$ cat src/rtl/accel_readout_cfg.svh
`ifndef ACCEL_READOUT_CFG_SVH
`define ACCEL_READOUT_CFG_SVH

// register offsets
`define OFS_STATUS_SHORT   8'h00
`define OFS_X_HI_SHORT     8'h01
`define OFS_Y_HI_SHORT     8'h02
`define OFS_Z_HI_SHORT     8'h03
`define OFS_STATUS_LONG    8'h04
`define OFS_X_LO           8'h05
`define OFS_X_HI_LONG      8'h06
`define OFS_Y_LO           8'h07
`define OFS_Y_HI_LONG      8'h08
`define OFS_Z_LO           8'h09
`define OFS_Z_HI_LONG      8'h0a
`define OFS_SAMPLE_FLAG    8'h0b
`define OFS_FIFO_STATE     8'h10
`define OFS_DATA_CONFIG    8'h16

// data config fields
`define CFG_FIFO_SEL_BIT   7
`define CFG_Z_EN_BIT       2
`define CFG_Y_EN_BIT       1
`define CFG_X_EN_BIT       0
`define CFG_WR_MASK        8'h87
`define CFG_RESET          8'h00

// status byte fields
`define ST_COMB_OVR_BIT    7
`define ST_OVR_LSB         4
`define ST_COMB_RDY_BIT    3
`define ST_RDY_LSB         0
`define FLAGS_RESET        3'h0

// fifo state fields
`define FS_OVF_BIT         7
`define FS_CNT_W           6

// auto-increment pointer after reset or stop
`define PTR_RESET          8'h00

// bytes per sample read from the fifo head
`define FIFO_BYTES_NARROW  3'h3
`define FIFO_BYTES_WIDE    3'h6

`endif

$ cat src/rtl/accel_readout_pkg.sv
package accel_readout_pkg;

  typedef logic [7:0]  byte_t;
  typedef logic [11:0] sample_t;
  typedef logic [2:0]  axis_flags_t;

  typedef enum logic [2:0] {
    RD_IDLE   = 3'b001,
    RD_BURST  = 3'b010,
    RD_FROZEN = 3'b100
  } bus_state_t;

endpackage

$ cat src/rtl/accel_readout.sv
`timescale 1ns/1ps
`include "accel_readout_cfg.svh"

module sample_fifo #(
  parameter int WIDTH = 36,
  parameter int DEPTH = 8
) (
  input  wire logic               mclk,
  input  wire logic               rst_b,
  input  wire logic               in_valid,
  output      logic               in_ready,
  input  wire logic [WIDTH-1:0]   in_data,
  output      logic               out_valid,
  input  wire logic               out_ready,
  output      logic [WIDTH-1:0]   out_data,
  output      logic [$clog2(DEPTH):0] count
);
  localparam int AW = $clog2(DEPTH);

  if (DEPTH < 2 || (DEPTH & (DEPTH - 1)) != 0 || WIDTH < 1) begin
    $error("sample_fifo: DEPTH must be a power of two >= 2");
  end

  logic [WIDTH-1:0] mem [DEPTH];
  logic [AW:0]      wr_ptr_r;
  logic [AW:0]      rd_ptr_r;
  wire              push;
  wire              pop;

  assign in_ready  = (count != DEPTH[AW:0]);
  assign out_valid = (wr_ptr_r != rd_ptr_r);
  assign push      = in_valid & in_ready;
  assign pop       = out_valid & out_ready;
  assign count     = wr_ptr_r - rd_ptr_r;
  assign out_data  = mem[rd_ptr_r[AW-1:0]];

  always_ff @(posedge mclk) begin
    if (push) begin
      mem[wr_ptr_r[AW-1:0]] <= in_data;
    end
  end

  always_ff @(posedge mclk or negedge rst_b) begin
    if (!rst_b) begin
      wr_ptr_r <= '0;
      rd_ptr_r <= '0;
    end else begin
      if (push) begin
        wr_ptr_r <= wr_ptr_r + 1'b1;
      end
      if (pop) begin
        rd_ptr_r <= rd_ptr_r + 1'b1;
      end
    end
  end
endmodule

module accel_readout
  import accel_readout_pkg::*;
#(
  parameter int FIFO_DEPTH = 8,
  parameter int SAMPLE_W   = 12
) (
  input  wire logic    mclk,
  input  wire logic    rst_b,
  input  wire logic    sample_valid,
  output      logic    sample_ready,
  input  wire sample_t sample_x,
  input  wire sample_t sample_y,
  input  wire sample_t sample_z,
  input  wire byte_t   hp_status,
  input  wire logic    bus_start,
  input  wire logic    bus_stop,
  input  wire logic    addr_load,
  input  wire byte_t   addr_in,
  input  wire logic    wr_req,
  input  wire byte_t   wr_data,
  input  wire logic    rd_req,
  output      byte_t   rd_data,
  output      logic    rd_valid,
  output      logic    fifo_output_select
);

  localparam int CW = $clog2(FIFO_DEPTH) + 1;

  if (SAMPLE_W != 12 || FIFO_DEPTH < 2 || CW > `FS_CNT_W) begin
    $error("accel_readout: sample width or FIFO_DEPTH not supported");
  end

  // configuration
  byte_t       data_config_reg_r;
  axis_flags_t flag_en;
  logic        all_en;

  // current sample and flags
  sample_t     cur_x_r;
  sample_t     cur_y_r;
  sample_t     cur_z_r;
  axis_flags_t ready_r;
  axis_flags_t ready_nxt;
  axis_flags_t ovr_r;
  axis_flags_t ovr_nxt;
  logic        comb_ready_r;
  logic        comb_ready_nxt;
  logic        comb_ovr_r;
  logic        comb_ovr_nxt;
  byte_t       sample_flag_reg;
  byte_t       fifo_state;
  byte_t       status_alias;

  // bus side
  bus_state_t  bus_state_r;
  bus_state_t  bus_state_nxt;
  byte_t       ptr_r;
  byte_t       ptr_nxt;
  byte_t       rd_data_r;
  logic        rd_valid_r;
  byte_t       rd_value;
  logic        burst_active;

  // fifo side
  logic [35:0]   fifo_head;
  logic          fifo_out_valid;
  logic          fifo_in_ready;
  logic          fifo_pop;
  logic [CW-1:0] fifo_count;
  logic [2:0]    byte_idx_r;
  logic [2:0]    byte_idx_nxt;
  logic          fifo_ovf_r;
  byte_t         fifo_byte;

  wire sel      = data_config_reg_r[`CFG_FIFO_SEL_BIT];
  wire rd_x_hi  = rd_req & ~sel & (ptr_r == `OFS_X_HI_SHORT | ptr_r == `OFS_X_HI_LONG);
  wire rd_y_hi  = rd_req & ~sel & (ptr_r == `OFS_Y_HI_SHORT | ptr_r == `OFS_Y_HI_LONG);
  wire rd_z_hi  = rd_req & ~sel & (ptr_r == `OFS_Z_HI_SHORT | ptr_r == `OFS_Z_HI_LONG);
  wire [2:0] hb_read = {rd_z_hi, rd_y_hi, rd_x_hi};
  wire rd_narrow_port = rd_req & sel & (ptr_r == `OFS_X_HI_SHORT);
  wire rd_wide_port   = rd_req & sel & (ptr_r == `OFS_X_LO);
  wire fifo_rd        = rd_narrow_port | rd_wide_port;
  wire [2:0] last_idx = rd_narrow_port ? (`FIFO_BYTES_NARROW - 3'h1)
                                       : (`FIFO_BYTES_WIDE - 3'h1);
  wire cfg_wr   = wr_req & (ptr_r == `OFS_DATA_CONFIG);
  assign fifo_output_select = sel;
  assign flag_en = {data_config_reg_r[`CFG_Z_EN_BIT],
                    data_config_reg_r[`CFG_Y_EN_BIT],
                    data_config_reg_r[`CFG_X_EN_BIT]};
  assign all_en  = &flag_en;
  // flags: set wins over a read in the same cycle
  wire [2:0] axis_new = {3{sample_valid}} & flag_en;
  assign ready_nxt = axis_new | (ready_r & ~hb_read);
  assign ovr_nxt   = (axis_new & ready_r) | (ovr_r & ~hb_read);

  wire comb_new  = sample_valid & all_en;
  wire comb_clr  = |hb_read & ~|(ready_nxt & flag_en);
  assign comb_ready_nxt = comb_new | (comb_ready_r & ~comb_clr);
  assign comb_ovr_nxt   = (comb_new & |(ready_r & flag_en))
                        | (comb_ovr_r & ~comb_clr);

  assign sample_flag_reg = {comb_ovr_r, ovr_r, comb_ready_r, ready_r};

  // fifo state byte: overflow, watermark not tracked here, count
  assign fifo_state = {fifo_ovf_r, 1'b0,
                       {(`FS_CNT_W - CW){1'b0}}, fifo_count};

  assign status_alias = sel ? fifo_state : sample_flag_reg;

  // fifo head bytes, layout {z, y, x}
  wire sample_t head_x = fifo_head[11:0];
  wire sample_t head_y = fifo_head[23:12];
  wire sample_t head_z = fifo_head[35:24];

  always_comb begin
    fifo_byte = 8'h00;
    if (fifo_out_valid) begin
      if (rd_narrow_port) begin
        case (byte_idx_r)
          3'h0:    fifo_byte = head_x[11:4];
          3'h1:    fifo_byte = head_y[11:4];
          3'h2:    fifo_byte = head_z[11:4];
          default: fifo_byte = 8'h00;
        endcase
      end else begin
        case (byte_idx_r)
          3'h0:    fifo_byte = {4'h0, head_x[3:0]};
          3'h1:    fifo_byte = head_x[11:4];
          3'h2:    fifo_byte = {4'h0, head_y[3:0]};
          3'h3:    fifo_byte = head_y[11:4];
          3'h4:    fifo_byte = {4'h0, head_z[3:0]};
          3'h5:    fifo_byte = head_z[11:4];
          default: fifo_byte = 8'h00;
        endcase
      end
    end
  end

  // register read selection
  always_comb begin
    rd_value = 8'h00;
    case (ptr_r)
      `OFS_STATUS_SHORT,
      `OFS_STATUS_LONG:  rd_value = status_alias;
      `OFS_X_HI_SHORT:   rd_value = sel ? fifo_byte : cur_x_r[11:4];
      `OFS_Y_HI_SHORT:   rd_value = sel ? 8'h00 : cur_y_r[11:4];
      `OFS_Z_HI_SHORT:   rd_value = sel ? 8'h00 : cur_z_r[11:4];
      `OFS_X_LO:         rd_value = sel ? fifo_byte : {4'h0, cur_x_r[3:0]};
      `OFS_X_HI_LONG:    rd_value = sel ? 8'h00 : cur_x_r[11:4];
      `OFS_Y_LO:         rd_value = sel ? 8'h00 : {4'h0, cur_y_r[3:0]};
      `OFS_Y_HI_LONG:    rd_value = sel ? 8'h00 : cur_y_r[11:4];
      `OFS_Z_LO:         rd_value = sel ? 8'h00 : {4'h0, cur_z_r[3:0]};
      `OFS_Z_HI_LONG:    rd_value = sel ? 8'h00 : cur_z_r[11:4];
      `OFS_SAMPLE_FLAG:  rd_value = sel ? hp_status : sample_flag_reg;
      `OFS_FIFO_STATE:   rd_value = fifo_state;
      `OFS_DATA_CONFIG:  rd_value = data_config_reg_r;
      default:           rd_value = 8'h00;
    endcase
  end

  // fifo byte walk, pop after the last byte of a sample
  assign fifo_pop = fifo_rd & fifo_out_valid & (byte_idx_r == last_idx);

  always_comb begin
    byte_idx_nxt = byte_idx_r;
    if (addr_load || bus_stop) begin
      byte_idx_nxt = 3'h0;
    end else if (fifo_rd && fifo_out_valid) begin
      byte_idx_nxt = fifo_pop ? 3'h0 : byte_idx_r + 3'h1;
    end
  end

  // pointer: reads of a fifo port hold, other reads and all writes auto-increment
  always_comb begin
    ptr_nxt = ptr_r;
    if (bus_stop) begin
      ptr_nxt = `PTR_RESET;
    end else if (addr_load) begin
      ptr_nxt = addr_in;
    end else if (rd_req && !fifo_rd) begin
      ptr_nxt = ptr_r + 8'h01;
    end else if (wr_req) begin
      ptr_nxt = ptr_r + 8'h01;
    end
  end

  // bus transaction tracking; a burst on a fifo port freezes filling
  always_comb begin
    bus_state_nxt = bus_state_r;
    case (bus_state_r)
      RD_IDLE:   if (bus_start) bus_state_nxt = RD_BURST;
      RD_BURST: begin
        if (bus_stop)      bus_state_nxt = RD_IDLE;
        else if (fifo_rd)  bus_state_nxt = RD_FROZEN;
      end
      RD_FROZEN: begin
        if (bus_stop)       bus_state_nxt = RD_IDLE;
        else if (bus_start) bus_state_nxt = RD_BURST;
      end
      default:   bus_state_nxt = RD_IDLE;
    endcase
  end

  assign burst_active = (bus_state_r == RD_FROZEN);
  wire fifo_in_valid = sample_valid & sel & ~burst_active;
  assign sample_ready = ~sel | (fifo_in_ready & ~burst_active);

  sample_fifo #(
    .WIDTH (36),
    .DEPTH (FIFO_DEPTH)
  ) u_fifo (
    .mclk      (mclk),
    .rst_b     (rst_b),
    .in_valid  (fifo_in_valid),
    .in_ready  (fifo_in_ready),
    .in_data   ({sample_z, sample_y, sample_x}),
    .out_valid (fifo_out_valid),
    .out_ready (fifo_pop),
    .out_data  (fifo_head),
    .count     (fifo_count)
  );

  always_ff @(posedge mclk or negedge rst_b) begin
    if (!rst_b) begin
      data_config_reg_r <= `CFG_RESET;
    end else if (cfg_wr) begin
      data_config_reg_r <= wr_data & `CFG_WR_MASK;
    end
  end

  always_ff @(posedge mclk or negedge rst_b) begin
    if (!rst_b) begin
      cur_x_r <= '0;
      cur_y_r <= '0;
      cur_z_r <= '0;
    end else if (sample_valid) begin
      cur_x_r <= sample_x;
      cur_y_r <= sample_y;
      cur_z_r <= sample_z;
    end
  end

  always_ff @(posedge mclk or negedge rst_b) begin
    if (!rst_b) begin
      ready_r      <= `FLAGS_RESET;
      ovr_r        <= `FLAGS_RESET;
      comb_ready_r <= 1'b0;
      comb_ovr_r   <= 1'b0;
    end else begin
      ready_r      <= ready_nxt;
      ovr_r        <= ovr_nxt;
      comb_ready_r <= comb_ready_nxt;
      comb_ovr_r   <= comb_ovr_nxt;
    end
  end

  // fifo overflow: a sample offered while full; cleared by reading the count
  wire rd_fifo_state = rd_req & ((ptr_r == `OFS_FIFO_STATE)
                     | (sel & (ptr_r == `OFS_STATUS_SHORT | ptr_r == `OFS_STATUS_LONG)));
  wire ovf_set = sample_valid & sel & ~fifo_in_ready;

  always_ff @(posedge mclk or negedge rst_b) begin
    if (!rst_b) begin
      fifo_ovf_r <= 1'b0;
    end else begin
      fifo_ovf_r <= ovf_set | (fifo_ovf_r & ~rd_fifo_state);
    end
  end

  always_ff @(posedge mclk or negedge rst_b) begin
    if (!rst_b) begin
      ptr_r       <= `PTR_RESET;
      byte_idx_r  <= 3'h0;
      bus_state_r <= RD_IDLE;
      rd_data_r   <= 8'h00;
      rd_valid_r  <= 1'b0;
    end else begin
      ptr_r       <= ptr_nxt;
      byte_idx_r  <= byte_idx_nxt;
      bus_state_r <= bus_state_nxt;
      rd_valid_r  <= rd_req;
      if (rd_req) begin
        rd_data_r <= rd_value;
      end
    end
  end
  assign rd_data  = rd_data_r;
  assign rd_valid = rd_valid_r;

endmodule

$ cat config.mk
export PLATFORM = sky130hd
export DESIGN_NAME = accel_readout
export DESIGN_NICKNAME = d
export VERILOG_FILES = /design/src/rtl/accel_readout_pkg.sv /design/src/rtl/accel_readout.sv
export VERILOG_INCLUDE_DIRS = /design/src /design/src/rtl
export SDC_FILE = /design/constraint.sdc
export NUM_CORES = 1
export LEC_CHECK = 0
export ABC_AREA = 1
export CAP_MARGIN = 20
export CORE_MARGIN = 2
export CORE_UTILIZATION = 65
export DETAILED_ROUTE_END_ITERATION = 6
export DONT_BUFFER_PORTS = 1
export PLACE_DENSITY = 0.81
export SYNTH_ARGS = -nofsm -noshare
export SYNTH_HDL_FRONTEND = slang
export SYNTH_SLANG_ARGS = --single-unit
$ cat constraint.sdc
create_clock -name mclk -period 11.5 [get_ports mclk]
set_input_delay 2.875 -clock mclk [delete_from_list [all_inputs] [get_ports mclk]]
set_output_delay 2.875 -clock mclk [all_outputs]
set_load 0.01 [all_outputs]
# Word-level counts from Yosys, hierarchy flattened
# Memory sizes are Yosys's and may differ from the RTL's.
# Index checks and enable logic that the tools add are counted.
[classes]
n_reduce_logical = 16
n_mux = 29
addsub = 5
bitwise_logic = 48
n_eq_ne = 25
[ops]
columns = ["op", "n"]
rows = [
  ["2-to-1 mux 8 bit", 13],
  ["case mux 8 bit (11 select lines)", 1],
  ["case mux 8 bit (6 select lines)", 1],
  ["equality test 8 x 3 -> 1 bit, second input constant", 4],
  ["equality test 8 x 4 -> 1 bit, second input constant", 4],
  ["bitwise AND 1 bit", 24],
  ["2-to-1 mux 3 bit", 8],
  ["case mux 8 bit (3 select lines)", 1],
  ["bitwise AND 3 bit", 6],
  ["equality test 8 x 2 -> 1 bit, second input constant", 2],
  ["equality test 8 x 5 -> 1 bit, second input constant", 2],
  ["bitwise OR 1 bit", 10],
  ["equality test 3 x 2 -> 1 bit, second input constant", 3],
  ["equality test 3 bit, second input constant", 3],
  ["case mux 3 bit (3 select lines)", 1],
  ["OR reduction 3 bit", 3],
  ["adder 4 x 1 -> 4 bit, second input constant", 2],
  ["adder 8 x 1 -> 8 bit, second input constant", 1],
  ["equality test 8 x 1 -> 1 bit, second input constant", 1],
  ["zero test 8 bit", 1],
  ["2-to-1 mux 4 bit", 2],
  ["equality test 3 x 1 -> 1 bit, second input constant", 2],
  ["bitwise OR 3 bit", 2],
  ["OR reduction 2 bit", 3],
  ["other kinds (16)", 23],
]
[word_totals]
in_bits = 68
ram_bits = 288
wordCells = 140
mem_count = 1
out_inout_bits = 11
ff_bits = 80
[mem_list]
columns = ["memory", "depth", "width", "rd", "rd_clocked_by_memory_dff", "wr", "line_no", "source"]
rows = [
  ["u_fifo.mem", 8, 36, 1, 0, 1, "accel_readout.sv:24", "logic [WIDTH-1:0] mem [DEPTH];"],
]

# Logic depth before layout (Yosys ltp)
[depth]
depth_word = 13
mapped_depth = 17
mapped_depth_nobuf = 16

# Cells and area by module
# From an unflattened synthesis, not the netlist that was laid out.
[unflattened]
cells_unflattened = 1636
hier_area_um2 = 16540.9
[modules_own_cells]
columns = ["mod", "area_each_um2", "instances", "cells_each"]
rows = [
  ["sample_fifo", 11688.7, 1, 899],
  ["accel_readout", 4852.2, 1, 737],
]

# Worst setup path before layout
# Ideal clock, no wire load.
[synth_path]
path_type = "input port to flip-flop"
startpoint = "in sample_valid"
endpoint = "mem u_fifo.mem[6][0], enable pin"
t_arrival_ns = 5.865
setup_slack_ns = 5.161
stages = 3
path_buffers = 1
path_cell_list = "clkbuf_1 -> nand4_1 -> nor3_1"
[synth_via]
elab_chain_len = 5
[synth_lines]
columns = ["item", "line_no", "source"]
rows = [
  ["start: declaration", "accel_readout.sv:66", "input wire logic sample_valid,"],
  ["bitwise AND 1 bit (2 in a row)", "accel_readout.sv:262", "wire fifo_in_valid = sample_valid & sel & ~burst_active;"],
  ["bitwise AND 1 bit", "accel_readout.sv:32", "assign push = in_valid & in_ready;"],
  ["2-to-1 mux 1 bit", "accel_readout.sv:38", "if (push) begin"],
  ["2-to-1 mux 1 bit (implied by the code)", "accel_readout.sv:39", "mem[wr_ptr_r[AW-1:0]] <= in_data;"],
  ["end: declaration", "accel_readout.sv:24", ""],
]
# Every way passes these cells.

# Final worst setup path
[layout_path]
startpoint = "reg u_fifo.rd_ptr_r[2]"
endpoint = "out sample_ready"
[layout_via]
elab_chain_len = 4
[layout_lines]
columns = ["item", "line_no", "source"]
rows = [
  ["start: declaration", "accel_readout.sv:26", "logic [AW:0] rd_ptr_r;"],
  ["start signal: assignment", "accel_readout.sv:52", "rd_ptr_r <= rd_ptr_r + 1'b1;"],
  ["subtractor 4 bit", "accel_readout.sv:34", "assign count = wr_ptr_r - rd_ptr_r;"],
  ["!= test 4 bit", "accel_readout.sv:30", "assign in_ready = (count != DEPTH[AW:0]);"],
  ["bitwise AND 1 bit", "accel_readout.sv:263", "assign sample_ready = ~sel | (fifo_in_ready & ~burst_active);"],
  ["bitwise OR 1 bit", "accel_readout.sv:263", ""],
  ["end: declaration", "accel_readout.sv:67", "output logic sample_ready,"],
]
# Every way passes these cells.

==> impl_metrics.csv <==
group,metric,value,unit
run_status,outcome,"finished, final reports clean",
pwr,power.leakage,0.00730,uW
pwr,total_power,3870,uW
yosys,synth_ff_type,"edfxtp_1",
critical_path,r2r_end,"u_fifo.mem[4][9]$_DFFE_PP_",
global_routing,grt_first_pass_wirelength,62400,um
die,initial_core_util,0.657,
cts,clock_tree.buffer_depth,3,
cts,root_buffer,"clkbuf_16",
die,rows,58,
worst_hold_path,worstHoldStart,"cur_z_r[0]$_DFFE_PN0P_",
die,core,25000,um2
worst_hold_path,hold_end,"cur_z_r[0]$_DFFE_PN0P_",
finish,multi_input_area,4960,um2
global_routing,grt_max_degree,111,
die,ioPinCount,79,
finish,drive_above_1_share,0.0608,
yosys,synth_area_leader_cell,"edfxtp_1",
yosys,yosysUniqueCellTypes,46,
run,max-cap-violations,0,
sta,skew,0.0125,ns
global_routing,grt_overflow,0,
route,viasPerCell,6.03,
yosys,ys.warnings.count,0,
finish,nFillCells,1734,
yosys,ys_ff_latch,368,
die,die_w,163,um
route,wl_per_cell,20.4,um
sta,hold_violations,0,
yosys,synth_edf_count,288,
cts,clock-sinks,368,
sta,tns,0,ns
sta,fin_crit_sh,0.500,
place,dpl_cell_area,16700,um2
cts,clk_pin_slew,0.06,ns
global_routing,grtUsageMet3,0.0556,
global_routing,met1_usage,0.405,
sta,drv_slew,0,
cts,cts_hold_buf,0,
pwr,power_density,216,nW/um2
yosys,syn_inst,1646,
global_routing,grt_util_met2,0.515,
route,dr_total_vias,12000,
cts,cts_setup_buffers,0,
yosys,synth_seq_area_share,0.648,
route,first_pass_iters,6,
yosys,synth_most_common_cell,"nand2_1",
global_routing,grt_pass1_vias,11500,
sta,maxSlewHeadroom,0.402,
yosys,ys_async_sr_fraction,0.217,
worst_hold_path,min_delay_path_depth,2,
cts,cts-resized-gates,0,
critical_path,crit_required,8.63,ns
critical_path,end_kind,"output port",
critical_path,cp-start-kind,"flip-flop",
yosys,synth_common_cells,"nand2_1, edfxtp_1, nor2_1",
route,drt-initial-drc-count,1494,
critical_path,worstSetupPathType,"reg -> out",
yosys,syn-cell-area,16400,um2
finish,syn_to_final_growth,9.16,%
yosys,synth.top_cell.area_share,0.526,
cts,cts-buffers-inserted,37,
sta,worst_pin_slew,0.895,ns
global_routing,grt_util_all_layers,0.311,
sta,post-route-min-period,5.75,ns
finish,nets,1714,
place,port_buffers,0,
cts,cts_tree,"built",
finish,antenna_cells_inserted,0,
pwr,peakVddDrop,187,uV
die,die-area,26600,um2
sta,fmax,0.174,GHz
route,routed_wl,40700,um
place,detailed_place_hpwl,24200,um
cts,clk_latency,0.53,ns
global_routing,antenna_found_initial,0,
die,die_h,163,um
worst_hold_path,hold_class,"reg -> reg",
cts,htree_levels,2,
place,gp_congestion,0.961,
finish,regArea,10700,um2
global_routing,busiest_layer,"met2",
finish,final_area,18000,um2
critical_path,worstPathMaxFanout,37,
critical_path,r2r_slack,7.26,ns
critical_path,critical_path_arrival,2.87,ns
yosys,synth_top_cells_by_area,"edfxtp_1, dfrtp_1, nand2_1",
sta,finalSetupViolCount,0,
sta,rsz0062_at_grt,"no",
route,drcViolationCount,0,
yosys,avgSynthCellArea,9.99,um2
critical_path,rr_startpoint,"u_fifo.rd_ptr_r[2]$_DFFE_PN0P_",
yosys,synth_nets,1729,
critical_path,r2r_cells,12,
route,final_antenna_net_count,0,
## worst max-delay path: stages, from the launching register on
cell     delay [ns]
dfrtp_1        0.38
inv_2          0.65
ha_1           0.41
a21oi_1        0.15
o21ai_1        0.09
xor2_1         0.25
inv_1          0.07
nand4_1        0.11
nand2_1        0.10
nand2_1        0.12
## sequential cells by signal, summed over array words and instances, names as in the netlist
name and cells:
bus_state_r 3, ready_r 3, rd_data 8, comb_ovr_r 1
ptr_r 8, u_fifo.mem 288, cur_z_r 12, comb_ready_r 1
data_config_reg_r 4, byte_idx_r 3, fifo_ovf_r 1, rd_valid 1
u_fifo.rd_ptr_r 4, u_fifo.wr_ptr_r 4, cur_x_r 12, cur_y_r 12
ovr_r 3
## worst max path at each step
stage                              startpoint                    endpoint  cells past startpoint
3_3_place_gp   u_fifo.rd_ptr_r[2]$_DFFE_PN0P_                sample_ready                      9
6_report       u_fifo.rd_ptr_r[2]$_DFFE_PN0P_                sample_ready                      9
3_5_place_dp   u_fifo.rd_ptr_r[2]$_DFFE_PN0P_                sample_ready                      9
2_1_floorplan                    sample_valid  u_fifo.mem[6][0]$_DFFE_PP_                      3
4_1_cts        u_fifo.rd_ptr_r[2]$_DFFE_PN0P_                sample_ready                      9
5_1_grt        u_fifo.rd_ptr_r[2]$_DFFE_PN0P_                sample_ready                      9
## cell usage in the layout (no fill, tap or decap), types with 17 or more instances in the layout
| cell | instances |
|---|---|
| clkbuf_16 | 39 |
| nand3_1 | 136 |
| dfrtp_1 | 77 |
| buf_4 | 18 |
| inv_1 | 134 |
| o21ai_1 | 17 |
| o21ai_0 | 137 |
| edfxtp_1 | 288 |
| nor2_1 | 193 |
| a21oi_1 | 21 |
| nand2_1 | 433 |
| o22ai_1 | 30 |
## through the flow
stage / hold slack, ns / worst slack (ns) / util / instances
finish: 0.477 / 5.75 / 0.717 / 1990
global placement: 0.459 / 6.34 / 0.667 / 1921
CTS: 0.476 / 5.76 / 0.716 / 1989
floorplan: 0.437 / 5.16 / - / 1646
global route: 0.505 / 5.54 / 0.717 / 1990
detailed placement: 0.461 / 6.32 / 0.667 / 1921
## cell type report
type | count | area share
Inverter | 142 | 0.0298
Multi-Input combinational cell | 1063 | 0.276
Tap cell | 330 | 0.0230
Clock buffer | 45 | 0.0556
Clock inverter | 23 | 0.0127
Sequential cell | 368 | 0.594
Timing Repair Buffer | 19 | 0.00906
## layer usage
metal	routed length, um	vias up
li1	-	5538
met1	15300	5671
met2	19600	673
met3	4120	115
met4	1690	0
met5	0	-
## report_power, final
group / internal [uW] / switching (uW)
sequential: 1590 / 55.8
combinational: 285 / 723
clock: 729 / 495
total: 2600 / 1270
## kinds of logic (layout without fill, tap and decap cells)
group,after synthesis,in the layout,synth area share
multiplexers,1,1,0.000685
AND/OR/NAND/NOR,807,807,0.204
flip-flops,368,368,0.648
adder cells (fa/ha/maj),15,15,0.0119
AO/OA/AOI/OAI,232,232,0.0783
XOR/XNOR,8,8,0.00426
buffers and inverters,215,229,0.0536
Note: power is estimated with default switching activity, not from simulation.
